===== src/core/ddr_map_pkg.sv =====
/*
  Shared constants and carriers for the DDR address-mapping block: register
  offsets, field positions, writable masks and the request/command structs.
  Assumes a 32-bit AHB-Lite register bus and a 32-bit user address.
*/
package ddr_map_pkg;

  // Register byte offsets
  localparam logic [7:0] OFF_CONFIG0     = 8'h00;
  localparam logic [7:0] OFF_ROW_MASK    = 8'h04;
  localparam logic [7:0] OFF_SEL_MASK    = 8'h08;
  localparam logic [7:0] OFF_COL_HI_MASK = 8'h0C;
  localparam logic [7:0] OFF_COL_LO_MASK = 8'h10;
  localparam logic [7:0] OFF_STATUS      = 8'h14;

  // Configuration word 0 fields
  localparam int AP_EN_BIT   = 30;
  localparam int COL_SH_LSB  = 24;
  localparam int CS_SH_LSB   = 16;
  localparam int BANK_SH_LSB = 8;
  localparam int ROW_SH_LSB  = 0;
  localparam int SHIFT_W     = 5;

  // Select-mask register fields
  localparam int CS_MASK_LSB   = 8;
  localparam int BANK_MASK_LSB = 0;

  // Status register fields
  localparam int STAT_COUNT_LSB = 0;
  localparam int STAT_BANKS_LSB = 16;

  // Field widths
  localparam int ROW_W  = 13;
  localparam int BANK_W = 3;
  localparam int CS_W   = 3;
  localparam int COL_W  = 27;
  localparam int NBANKS = 8;

  // Writable bits; all others read as zero
  localparam logic [31:0] CONFIG0_WMASK = 32'h5F1F_1F1F;
  localparam logic [31:0] ROW_WMASK     = 32'h0000_1FFF;
  localparam logic [31:0] SEL_WMASK     = 32'h0000_0707;
  localparam logic [31:0] COL_WMASK     = 32'h07FF_FFFF;
  localparam logic [31:0] RESET_VALUE   = 32'h0000_0000;

  typedef struct packed {
    logic [31:0] addr;
    logic        write;
    logic        last;
  } req_s;

  typedef struct packed {
    logic [ROW_W-1:0]  row;
    logic [BANK_W-1:0] bank;
    logic [CS_W-1:0]   chipSelect;
    logic [COL_W-1:0]  column;
    logic              write;
    logic              last;
    logic              autoPrecharge;
    logic [NBANKS-1:0] prechargeBanks;
  } cmd_s;

endpackage


===== src/core/ddr_address_map.sv =====
/*
  DDR address mapping and auto-precharge stage with its AHB-Lite register
  slave. Assumes a single clock, synchronous active-low reset, and a
  downstream command path that accepts with cmdReady.
*/
// Function
// RQ1: Enable bit 30 appends auto-precharge to every user command with last set; clear appends none.
// RQ2: With auto-precharge, every bank a multi-beat command touched is precharged.
// RQ3: Column high part is address shifted right by bits 28-24 amount.
// RQ4: Chip select comes from address shifted by bits 20-16, with its mask.
// RQ5: Bank comes from address shifted by bits 12-8, with bank mask.
// RQ6: Row comes from address shifted by bits 4-0, with row mask.
// RQ7: Unused configuration bits 31, 29, 23-21, 15-13, 7-5 read zero.
// RQ8: Each field is address shifted right, then ANDed with its mask register; the column low part is the unshifted address ANDed with colLoMask_q.
module ddr_address_map (
  // Clock and reset
  input  wire logic                 clk,
  input  wire logic                 nrst,
  // AHB-Lite slave
  input  wire logic                 hsel,
  input  wire logic [31:0]          haddr,
  input  wire logic [1:0]           htrans,
  input  wire logic                 hwrite,
  input  wire logic [2:0]           hsize,
  input  wire logic [31:0]          hwdata,
  input  wire logic                 hready,
  output logic      [31:0]          hrdata,
  output logic                      hreadyout,
  output logic                      hresp,
  // User request path
  input  wire logic                 reqValid,
  input  wire ddr_map_pkg::req_s    req,
  output logic                      reqReady,
  // Mapped command path
  output logic                      cmdValid,
  output ddr_map_pkg::cmd_s         cmd,
  input  wire logic                 cmdReady
);

  logic [31:0]                     config_q, config_d;
  logic [31:0]                     rowMask_q, rowMask_d;
  logic [31:0]                     selMask_q, selMask_d;
  logic [31:0]                     colHiMask_q, colHiMask_d;
  logic [31:0]                     colLoMask_q, colLoMask_d;
  logic [15:0]                     cmdCount_q;
  logic [ddr_map_pkg::NBANKS-1:0]  bankAcc_q;
  logic                            wrPend_q;
  logic [7:0]                      wrOff_q;
  logic [31:0]                     rdata_q;
  logic                            cmdValid_q;
  ddr_map_pkg::cmd_s               cmd_q;
  logic                            addrPhase;
  logic                            reqFire;
  logic [ddr_map_pkg::NBANKS-1:0]  touched;

  // Field extraction: shift right by the programmed amount, then mask
  function automatic logic [31:0] mapField(input logic [31:0] a,
                                           input logic [4:0]  sh,
                                           input logic [31:0] m);
    mapField = (a >> sh) & m;
  endfunction

  function automatic logic [ddr_map_pkg::NBANKS-1:0] bankBit(
    input logic [ddr_map_pkg::BANK_W-1:0] b);
    bankBit = ddr_map_pkg::NBANKS'(1) << b;
  endfunction

  function automatic logic [31:0] writeMerge(input logic [31:0] cur,
                                             input logic [7:0]  off,
                                             input logic [7:0]  mine,
                                             input logic [31:0] wmask);
    writeMerge = (wrPend_q && wrOff_q == mine) ? (hwdata & wmask) : cur;
    if (off != mine) writeMerge = cur;
  endfunction

  assign addrPhase = hsel && htrans[1] && hready;
  assign hreadyout = 1'b1;
  assign hresp     = 1'b0;
  assign hrdata    = rdata_q;

  // Data-phase writes; unmapped offsets are dropped with an OKAY answer
  always_comb begin
    // RQ7: reserved bits masked
    config_d    = writeMerge(config_q, wrOff_q, ddr_map_pkg::OFF_CONFIG0,
                             ddr_map_pkg::CONFIG0_WMASK);
    // RQ8: mask registers
    rowMask_d   = writeMerge(rowMask_q, wrOff_q, ddr_map_pkg::OFF_ROW_MASK,
                             ddr_map_pkg::ROW_WMASK);
    selMask_d   = writeMerge(selMask_q, wrOff_q, ddr_map_pkg::OFF_SEL_MASK,
                             ddr_map_pkg::SEL_WMASK);
    colHiMask_d = writeMerge(colHiMask_q, wrOff_q, ddr_map_pkg::OFF_COL_HI_MASK,
                             ddr_map_pkg::COL_WMASK);
    colLoMask_d = writeMerge(colLoMask_q, wrOff_q, ddr_map_pkg::OFF_COL_LO_MASK,
                             ddr_map_pkg::COL_WMASK);
  end

  always_ff @(posedge clk) begin
    if (!nrst) begin
      config_q    <= ddr_map_pkg::RESET_VALUE;
      rowMask_q   <= ddr_map_pkg::RESET_VALUE;
      selMask_q   <= ddr_map_pkg::RESET_VALUE;
      colHiMask_q <= ddr_map_pkg::RESET_VALUE;
      colLoMask_q <= ddr_map_pkg::RESET_VALUE;
    end else begin
      config_q    <= config_d;
      rowMask_q   <= rowMask_d;
      selMask_q   <= selMask_d;
      colHiMask_q <= colHiMask_d;
      colLoMask_q <= colLoMask_d;
    end
  end

  // Address phase capture
  always_ff @(posedge clk) begin
    if (!nrst) begin
      wrPend_q <= 1'b0;
      wrOff_q  <= 8'h00;
    end else begin
      wrPend_q <= addrPhase && hwrite;
      wrOff_q  <= haddr[7:0];
    end
  end

  // Read data uses next-state values so a read right after a write sees it
  always_ff @(posedge clk) begin
    if (!nrst) begin
      rdata_q <= 32'h0000_0000;
    end else if (addrPhase && !hwrite) begin
      case (haddr[7:0])
        ddr_map_pkg::OFF_CONFIG0:     rdata_q <= config_d;
        ddr_map_pkg::OFF_ROW_MASK:    rdata_q <= rowMask_d;
        ddr_map_pkg::OFF_SEL_MASK:    rdata_q <= selMask_d;
        ddr_map_pkg::OFF_COL_HI_MASK: rdata_q <= colHiMask_d;
        ddr_map_pkg::OFF_COL_LO_MASK: rdata_q <= colLoMask_d;
        ddr_map_pkg::OFF_STATUS: begin
          rdata_q <= ({16'h0000, cmdCount_q} << ddr_map_pkg::STAT_COUNT_LSB)
                   | (32'(bankAcc_q) << ddr_map_pkg::STAT_BANKS_LSB);
        end
        default:                      rdata_q <= 32'h0000_0000;
      endcase
    end
  end

  // One output stage; a held command stalls new requests
  assign reqReady = !cmdValid_q || cmdReady;
  assign reqFire  = reqValid && reqReady;
  assign cmdValid = cmdValid_q;
  assign cmd      = cmd_q;
  assign touched  = bankAcc_q | bankBit(ddr_map_pkg::BANK_W'(mapField(req.addr,
                      config_q[ddr_map_pkg::BANK_SH_LSB +: ddr_map_pkg::SHIFT_W],
                      selMask_q >> ddr_map_pkg::BANK_MASK_LSB)));

  always_ff @(posedge clk) begin
    if (!nrst) begin
      cmdValid_q <= 1'b0;
      cmd_q      <= '0;
    end else begin
      if (reqFire) begin
        cmdValid_q <= 1'b1;
        // RQ6: row field
        cmd_q.row <= ddr_map_pkg::ROW_W'(mapField(req.addr,
                       config_q[ddr_map_pkg::ROW_SH_LSB +: ddr_map_pkg::SHIFT_W], rowMask_q));
        // RQ5: bank field
        cmd_q.bank <= ddr_map_pkg::BANK_W'(mapField(req.addr,
                       config_q[ddr_map_pkg::BANK_SH_LSB +: ddr_map_pkg::SHIFT_W],
                       selMask_q >> ddr_map_pkg::BANK_MASK_LSB));
        // RQ4: chip select field
        cmd_q.chipSelect <= ddr_map_pkg::CS_W'(mapField(req.addr,
                       config_q[ddr_map_pkg::CS_SH_LSB +: ddr_map_pkg::SHIFT_W],
                       selMask_q >> ddr_map_pkg::CS_MASK_LSB));
        // RQ3: high column part beside low part
        cmd_q.column <= ddr_map_pkg::COL_W'(mapField(req.addr,
                       config_q[ddr_map_pkg::COL_SH_LSB +: ddr_map_pkg::SHIFT_W], colHiMask_q)
                       | (req.addr & colLoMask_q));
        cmd_q.write <= req.write;
        cmd_q.last  <= req.last;
        // RQ1: precharge at command end
        cmd_q.autoPrecharge <= req.last && config_q[ddr_map_pkg::AP_EN_BIT];
        // RQ2: every bank touched
        cmd_q.prechargeBanks <= (req.last && config_q[ddr_map_pkg::AP_EN_BIT])
                                ? touched : '0;
      end else if (cmdReady) begin
        cmdValid_q <= 1'b0;
      end
    end
  end

  // Banks touched by the command in progress, and completed command count
  always_ff @(posedge clk) begin
    if (!nrst) begin
      bankAcc_q  <= '0;
      cmdCount_q <= 16'h0000;
    end else if (reqFire) begin
      bankAcc_q <= req.last ? '0 : touched;
      if (req.last) cmdCount_q <= cmdCount_q + 16'h0001;
    end
  end
endmodule


===== config.mk =====
export PLATFORM = sky130hd
export DESIGN_NAME = ddr_address_map
export DESIGN_NICKNAME = d
export VERILOG_FILES = /design/src/core/ddr_map_pkg.sv /design/src/core/ddr_address_map.sv
export SDC_FILE = /design/constraint.sdc
export NUM_CORES = 1
export LEC_CHECK = 0
export BUFFER_PORTS_ARGS = -buffer_cell sky130_fd_sc_hd__buf_2
export CORE_ASPECT_RATIO = 0.75
export CORE_MARGIN = 2
export CORE_UTILIZATION = 57
export DETAILED_ROUTE_END_ITERATION = 10
export PLACE_DENSITY = 0.77
export SETUP_SLACK_MARGIN = 0.1
export SYNTH_ARGS = -nofsm -noshare
export SYNTH_HDL_FRONTEND = slang
export SYNTH_SLANG_ARGS = --single-unit

===== constraint.sdc =====
create_clock -name clk -period 2.9 [get_ports clk]
set_clock_uncertainty 0.05 [all_clocks]
set_input_delay 0.58 -clock clk [delete_from_list [all_inputs] [get_ports clk]]
set_output_delay 0.58 -clock clk [all_outputs]
set_load 0.03 [all_outputs]

==> impl_table.tex, run 1 <==
\begin{tabular}{lr}
\hline
Metric & Value \\
\hline
\multicolumn{2}{l}{\textbf{Die}} \\
\quad Die outline area & 28700 um2 \\
\quad Num ports & 203 \\
\quad Standard-cell rows & 52 \\
\quad Chip Width & 195 um \\
\quad Initial core utilization & 0.578 \\
\quad Core box area & 26900 um2 \\
\quad Die span in y & 147 um \\
\multicolumn{2}{l}{\textbf{Global routing}} \\
\quad Met2 Track Usage GR & 0.544 \\
\quad Total congestion overflow & 0 \\
\quad Global-route wire length before repair & 81200 um \\
\quad Met1 track demand over resource in global routing & 0.527 \\
\quad Met3 routing resource usage after global routing & 0.118 \\
\quad Number of global-route vias before repair & 13100 \\
\quad Pin count of the biggest net entering global routing & 64 \\
\quad Initial antenna violation count & 4 \\
\quad Total track usage & 0.368 \\
\quad Busiest layer in global routing & met2 \\
\multicolumn{2}{l}{\textbf{Logic synthesis}} \\
\quad Number of standard cells after synthesis & 1526 \\
\quad Synthesized flop and latch total & 283 \\
\quad Register area share after synthesis & 0.364 \\
\quad Distinct cells, synth & 82 \\
\quad Post-synth EDFFs & 0 \\
\quad Post-synthesis async set-or-reset flop share & 0 \\
\quad Post-synthesis instance area & 15600 um2 \\
\quad Total number of yosys warnings & 0 \\
\quad Post-synth top flop & dfxtp\_1 \\
\quad Yosys top cell area share & 0.364 \\
\quad Library cell occupying the most area in the post-synthesis netlist & dfxtp\_1 \\
\quad Synth area leaders & dfxtp\_1 (36\%), mux4\_2 (12\%), mux2i\_1 (9.3\%) \\
\quad Mapped Nets & 1637 \\
\quad Post-synthesis average cell area & 10.2 um2 \\
\multicolumn{2}{l}{\textbf{Detailed routing}} \\
\quad Antenna violation net count after detailed routing & 0 \\
\quad Detailed-router iteration count before antenna repair & 8 \\
\quad Wirelength, routed & 53800 um \\
\quad Post-DR wirelength/cell & 26.7 um \\
\quad Via count & 14000 \\
\quad Number of vias per cell after detailed routing & 6.96 \\
\quad Starting DRT DRC Count & 1844 \\
\quad \# DRC & 0 \\
\multicolumn{2}{l}{\textbf{Final layout}} \\
\quad Most common cell after layout, fill and taps aside & dfxtp\_1 \\
\quad Fill count & 2138 \\
\quad Finished layout cell area & 17700 um2 \\
\quad Leading cell types in the layout, fill and taps excluded & dfxtp\_1 (281), buf\_2 (169), mux2i\_1 (144) \\
\quad Fraction of final layout cells sized beyond drive strength 1 & 0.255 \\
\quad Fin util & 0.658 \\
\quad NumNets Final & 1751 \\
\quad Area delta synth->final & 13.8\% \\
\multicolumn{2}{l}{\textbf{Placed design}} \\
\quad Input/output buffers & 170 \\
\quad Worst setup slack after placement & 0.146 ns \\
\quad Post-detailed-placement cell area & 16800 um2 \\
\quad Final weighted congestion of routability-driven global placement & 1.01 \\
\quad Final HPWL DP & 38000 um \\
\multicolumn{2}{l}{\textbf{Outcome}} \\
\quad Outcome & complete, no violations \\
\multicolumn{2}{l}{\textbf{Clock network}} \\
\quad Number of H-tree levels & 1 \\
\quad Clock sink total & 283 \\
\quad CTS clock-pin slew for the worst setup and hold paths & 0.07 ns \\
\quad Root buffer selected by CTS & clkbuf\_16 \\
\quad Clock buffer depth & 3 \\
\quad Insertion delay to the later sink of the worst-skew pair & 0.54 ns \\
\quad CTS tree & done \\
\quad Number of clock buffers inserted by TritonCTS & 26 \\
\multicolumn{2}{l}{\textbf{Timing}} \\
\quad Ratio of final minimum period to clock period & 0.934 \\
\quad TNS Setup & 0 ns \\
\quad Final Hold Violating Endpoints & 0 \\
\quad Final setup violation count & 0 \\
\quad Setup WS post-layout & 0.192 ns \\
\quad Worst-margin pin slew & 1.06 ns \\
\quad Remaining max-slew budget at the tightest pin & 0.294 \\
\quad Max Transition Viols Final & 0 \\
\quad Min Clock Period, post-route & 2.71 ns \\
\quad RSZ-0062 raised after global routing & no \\
\quad Highest Clock Rate & 369 MHz \\
\multicolumn{2}{l}{\textbf{Setup path}} \\
\quad Minimum setup slack among reg-to-reg paths & 0.19 ns \\
\quad Type of the worst setup path & reg2reg \\
\quad Endpoint required time on the critical path & 3.25 ns \\
\quad Startpoint Class & register \\
\quad Largest fanout of any net on the critical path & 18 \\
\quad Kind of capture point of the worst setup path & register \\
\quad Arrival time worst endpoint & 3.06 ns \\
\multicolumn{2}{l}{\textbf{Run}} \\
\quad Max-cap violations & 0 \\
\multicolumn{2}{l}{\textbf{Power and ir drop}} \\
\quad Cell-internal power & 0.00621 W \\
\quad P\_sw & 0.00211 W \\
\quad Part of the power in the clock network & 0.428 \\
\quad Fraction of power consumed by combinational cells & 0.097 \\
\quad Largest voltage drop on the vdd net & 0.000393 V \\
\quad Ratio of total power to cell area & 470 nW/um2 \\
\quad Sum of internal, switching and leakage power & 0.00832 W \\
\quad Switching part of the total & 0.254 \\
\quad Fraction of power consumed by sequential logic & 0.475 \\
\quad Lkg Pwr & 7.37 nW \\
\multicolumn{2}{l}{\textbf{Worst hold path}} \\
\quad Path category of the worst min-delay check & in2reg \\
\hline
\end{tabular}
[synthesized netlist by cell type (all sizes together) (7+ instances only)]
cell and count:
inv 11, nor4 7, mux2i 144, nand3 41, mux2 19, nand2b 12
o22a 8, a22oi 11, clkbuf 105, nand4 10, nor2b 43, xnor2 9
o211ai 15, a221oi 13, a211oi 9, and3 76, o22ai 26, a21boi 10
buf 58, a2111oi 7, a222oi 16, dfxtp 283, a21oi 35, a31oi 7
nor2 125, o31ai 8, nor3 10, mux4 114, o21ai 74, nand2 94
a22o 20, and2 30
[registers in the layout, summed over array words and instances (netlist names), 16 cells and up]
| signal | cells |
|---|---|
| cmd | 57 |
| cmdCount_q | 16 |
| colHiMask_q | 32 |
| colLoMask_q | 32 |
| config_q | 32 |
| hrdata | 32 |
| rowMask_q | 32 |
| selMask_q | 32 |
[routing by layer]
layer,up-vias,wire (um)
li1,6004,-
met4,2,1520
met2,1075,22800
met1,6752,21500
met5,-,14
met3,167,7980
[path summary, 6_finish.rpt]
path	from	endpoint	depth (start not counted)
setup reg to reg	config_q[24]	cmd[24]	7
hold / removal	hwrite	wrPend_q	3
hold reg to reg	cmd[55]	cmd[55]	2
setup / recovery	config_q[24]	cmd[24]	7
[power by group through the flow]
| stage | clock network, W | registers [W] | logic [W] |
|---|---|---|---|
| after floorplan | 0 | 0.00408 | 0.000406 |
| after global placement | 0 | 0.00404 | 0.000756 |
| after detailed placement | 0 | 0.00404 | 0.000769 |
| after CTS | 0.00356 | 0.00395 | 0.000773 |
| after global routing | 0.00372 | 0.00396 | 0.000833 |
| final | 0.00356 | 0.00395 | 0.000805 |
[cell families (layout without fill, tap and decap cells)]
group | after synthesis | count (layout) | synth area share
AND/OR/NAND/NOR | 474 | 474 | 0.159
XOR/XNOR | 13 | 13 | 0.00731
multiplexers | 277 | 277 | 0.278
other | 2 | 3 | 0.000482
AO/OA/AOI/OAI | 301 | 301 | 0.139
flip-flops | 283 | 283 | 0.364
buffers and inverters | 175 | 309 | 0.0520
adder cells (fa/ha/maj) | 1 | 1 | 0.000803
[critical path, stage by stage, from the launching register on]
cell      delay (ns)
dfxtp_4         0.53
buf_4           0.23
mux4_2          0.51
mux2i_1         0.28
o22a_1          0.20
o22ai_1         0.10
a221oi_1        0.55
nor2_1          0.11
[what timing repair did]
| item | CTS | global route |
|---|---|---|
| endpoints found under the setup margin | 0 | 9 |
| buffers inserted | 0 | 0 |
| hold buffers | 0 | 0 |
| gates resized for setup | 0 | 3 |
[cell type report]
type,count,area (um2),share of cell area
Clock buffer,37,753,0.0425
Sequential cell,283,5670,0.320
Timing Repair Buffer,249,1570,0.0887
Antenna cell,1,2.50,0.000141
Clock inverter,11,119,0.00671
Tap cell,351,439,0.0248
Multi-Input combinational cell,1068,9120,0.515
Inverter,12,45.0,0.00254
[per-stage QoR]
stage / cells / hold WS (ns)
2_1_floorplan: 1526 / 0.383
3_3_place_gp: 1963 / 0.389
3_5_place_dp: 1963 / 0.390
4_1_cts: 2011 / 0.228
5_1_grt: 2011 / 0.251
6_report: 2012 / 0.231
(Power assumes the default switching activity.)
==> run 2, diff against run 1 <==
--- a/config.mk
+++ b/config.mk
@@ -10,7 +10,7 @@
 export CORE_MARGIN = 2
 export CORE_UTILIZATION = 57
 export DETAILED_ROUTE_END_ITERATION = 10
-export PLACE_DENSITY = 0.77
+export PLACE_DENSITY = 0.88
 export SETUP_SLACK_MARGIN = 0.1
 export SYNTH_ARGS = -nofsm -noshare
 export SYNTH_HDL_FRONTEND = slang
==> run 2 against run 1 <==
Against the previous run:
- final cell count about the same
- via count up 1.9%
- cell area down 0.33%
- largest cell class unchanged
- global-route usage down 0.25 points
- count of clock-buffer cells in the layout down 1
- register-to-register slack worse by 0.08 ns
- critical endpoint is now hrdata[16]
- sequential power about the same
==> impl_table.tex, run 2 (synthesis gave the netlist of run 1 again) <==
\begin{tabular}{lr}
\hline
Metric & Value \\
\hline
\multicolumn{2}{l}{\textbf{Outcome}} \\
\quad Outcome & complete, no violations \\
\multicolumn{2}{l}{\textbf{Detailed routing}} \\
\quad Antenna violation net count after detailed routing & 0 (unchanged) \\
\quad \# DRC & 0 (unchanged) \\
\quad Via count & 14300 (+1.9\%) \\
\quad Detailed-router iteration count before antenna repair & 7 (-1) \\
\quad Post-DR wirelength/cell & 26.8 um (+0.25\%) \\
\quad Number of vias per cell after detailed routing & 7.10 (+2.0\%) \\
\quad Starting DRT DRC Count & 2052 (+11\%) \\
\quad Wirelength, routed & 53900 um (+0.15\%) \\
\multicolumn{2}{l}{\textbf{Clock network}} \\
\quad Number of clock buffers inserted by TritonCTS & 26 (unchanged) \\
\quad CTS clock-pin slew for the worst setup and hold paths & 0.07 ns (about the same) \\
\quad Root buffer selected by CTS & clkbuf\_16 \\
\quad Hold-fix buffers, CTS & 0 (unchanged) \\
\quad Postcts setup bufs & 0 (unchanged) \\
\quad Clock buffer depth & 3 (unchanged) \\
\quad Insertion delay to the later sink of the worst-skew pair & 0.55 ns (about the same) \\
\quad Post-cts resize count & 0 (unchanged) \\
\quad Clock sink total & 283 (unchanged) \\
\quad Number of H-tree levels & 1 (unchanged) \\
\quad CTS tree & done \\
\multicolumn{2}{l}{\textbf{Global routing}} \\
\quad Met2 Track Usage GR & 0.531 (-0.0134) \\
\quad Global-route wire length before repair & 80600 um (-0.69\%) \\
\quad Number of global-route vias before repair & 13300 (+1.2\%) \\
\quad Total track usage & 0.366 (-0.00250) \\
\quad Total congestion overflow & 0 (unchanged) \\
\quad Busiest layer in global routing & met2 \\
\quad Met3 routing resource usage after global routing & 0.137 (+0.0193) \\
\quad Pin count of the biggest net entering global routing & 84 (+31\%) \\
\quad Met1 track demand over resource in global routing & 0.502 (-0.0250) \\
\quad Initial antenna violation count & 2 (-2) \\
\multicolumn{2}{l}{\textbf{Die}} \\
\quad Core box area & 26900 um2 (unchanged) \\
\quad Die outline area & 28700 um2 (unchanged) \\
\quad Num ports & 203 (unchanged) \\
\quad Die span in y & 147 um (unchanged) \\
\quad Standard-cell rows & 52 (unchanged) \\
\quad Initial core utilization & 0.578 (unchanged) \\
\quad Chip Width & 195 um (unchanged) \\
\multicolumn{2}{l}{\textbf{Timing}} \\
\quad Worst-margin pin slew & 1.21 ns (+0.151 ns) \\
\quad Final setup violation count & 0 (unchanged) \\
\quad Min Clock Period, post-route & 2.79 ns (+0.0831 ns) \\
\quad Post-Route Hold Slack & 0.233 ns (+0.00208 ns) \\
\quad RSZ-0062 raised after global routing & no \\
\quad Max Transition Viols Final & 0 (unchanged) \\
\quad Highest Clock Rate & 358 MHz (-3.0\%) \\
\quad Remaining max-slew budget at the tightest pin & 0.193 (-0.100) \\
\quad Setup WS post-layout & 0.109 ns (-0.0831 ns) \\
\quad Ratio of final minimum period to clock period & 0.962 (+0.0286) \\
\quad Final Hold Violating Endpoints & 0 (unchanged) \\
\quad TNS Setup & 0 ns (unchanged) \\
\multicolumn{2}{l}{\textbf{Setup path}} \\
\quad Cell type of the slowest stage on the worst timing path & a222oi\_1 \\
\quad Type of the worst setup path & reg2reg \\
\quad Kind of capture point of the worst setup path & register \\
\quad Crit Reg-Reg Endpoint & hrdata[16] \\
\quad Minimum setup slack among reg-to-reg paths & 0.11 ns (-0.08 ns) \\
\quad Critical-path cell list & nor4b\_4 > nand3\_4 > nor2b\_1 > buf\_4 > a222oi\_1 > o211ai\_1 > a22o\_1 \\
\quad CP peak stage delay & 0.56 ns (about the same) \\
\quad Number of cell instances on the worst register-to-register path & 7 (unchanged) \\
\quad Start of the worst register-to-register path & wrOff\_q[3] \\
\quad Largest fanout of any net on the critical path & 14 (-4) \\
\quad Arrival time worst endpoint & 3.18 ns (+0.12 ns) \\
\quad Endpoint required time on the critical path & 3.29 ns (+0.04 ns) \\
\quad Startpoint Class & register \\
\multicolumn{2}{l}{\textbf{Final layout}} \\
\quad Fraction of final layout cells sized beyond drive strength 1 & 0.253 (-0.00271) \\
\quad Most common cell after layout, fill and taps aside & dfxtp\_1 \\
\quad NumNets Final & 1749 (-0.11\%) \\
\quad Fin util & 0.656 (-0.00218) \\
\quad Leading cell types in the layout, fill and taps excluded & dfxtp\_1 (280), buf\_2 (169), mux2i\_1 (144) \\
\quad Non-Filler Instances & 2010 (-0.099\%) \\
\quad Area delta synth->final & 13.4\% \\
\quad Max reg flops & 57 (unchanged) \\
\multicolumn{2}{l}{\textbf{Run}} \\
\quad Max-cap violations & 0 (unchanged) \\
\multicolumn{2}{l}{\textbf{Power and ir drop}} \\
\quad Largest voltage drop on the vdd net & 0.000510 V (+30\%) \\
\quad Lkg Pwr & 7.32 nW (-0.70\%) \\
\quad Ratio of total power to cell area & 467 nW/um2 (-0.52\%) \\
\multicolumn{2}{l}{\textbf{Placed design}} \\
\quad Worst setup slack after placement & 0.173 ns (+0.0268 ns) \\
\quad Input/output buffers & 170 (unchanged) \\
\quad Final HPWL DP & 37800 um (-0.45\%) \\
\quad Final weighted congestion of routability-driven global placement & 0.976 (-2.8\%) \\
\quad Number of instances in the placed design & 1961 (-0.10\%) \\
\multicolumn{2}{l}{\textbf{Worst hold path}} \\
\quad Path category of the worst min-delay check & in2reg \\
\quad Hold path start & hwrite \\
\quad Min-Delay Path Depth & 3 (unchanged) \\
\quad Worst min-delay path endpoint & wrPend\_q \\
\hline
\end{tabular}
run 2: critical path: cells and delay by family (launching register included):
family                 cells  cell delay (ns)
DFF                        1             0.33
AOI/OAI and AO/OA          3             1.04
and+or+nand+nor            3             1.04
buffers and inverters      1             0.20
run 2: through the flow:
stage | area, um2 | total power [W]
final | 17700 | 0.00825
after global placement | 16800 | 0.00478
after floorplan | 15600 | 0.00449
after global routing | 17700 | 0.00845
after CTS | 17600 | 0.00821
after detailed placement | 16800 | 0.00480
run 2: worst max path at each step:
| stage | cells past startpoint | startpoint | end | slack (ns) |
|---|---|---|---|---|
| after floorplan | 8 | cmdReady | bankAcc_q[7] | 0.60 |
| after global placement | 7 | wrOff_q[3] | hrdata[1] | 0.17 |
| after detailed placement | 8 | req[19] | cmd[26] | 0.17 |
| after CTS | 7 | wrOff_q[3] | hrdata[1] | 0.16 |
| after global routing | 7 | wrOff_q[3] | hrdata[16] | 0.11 |
| final | 7 | wrOff_q[3] | hrdata[16] | 0.11 |
run 2: report_power, final:
part           internal [W]  switching [W]
sequential          0.00392      0.0000335
combinational      0.000283       0.000519
clock               0.00195        0.00155
total               0.00615        0.00210
run 2: layout make-up:
cell class	count	area (um2)
Fill cell	2077	9280
Multi-Input combinational cell	1068	9120
Sequential cell	283	5670
Timing Repair Buffer	247	1530
Clock buffer	36	729
Tap cell	351	439
Clock inverter	12	125
Inverter	12	45.0
Antenna cell	1	2.50
run 2: layer usage:
metal,vias to the layer above,share of wire
met5,-,0.00063
met4,4,0.040
met3,207,0.16
met2,1128,0.42
met1,6924,0.38
li1,6004,-
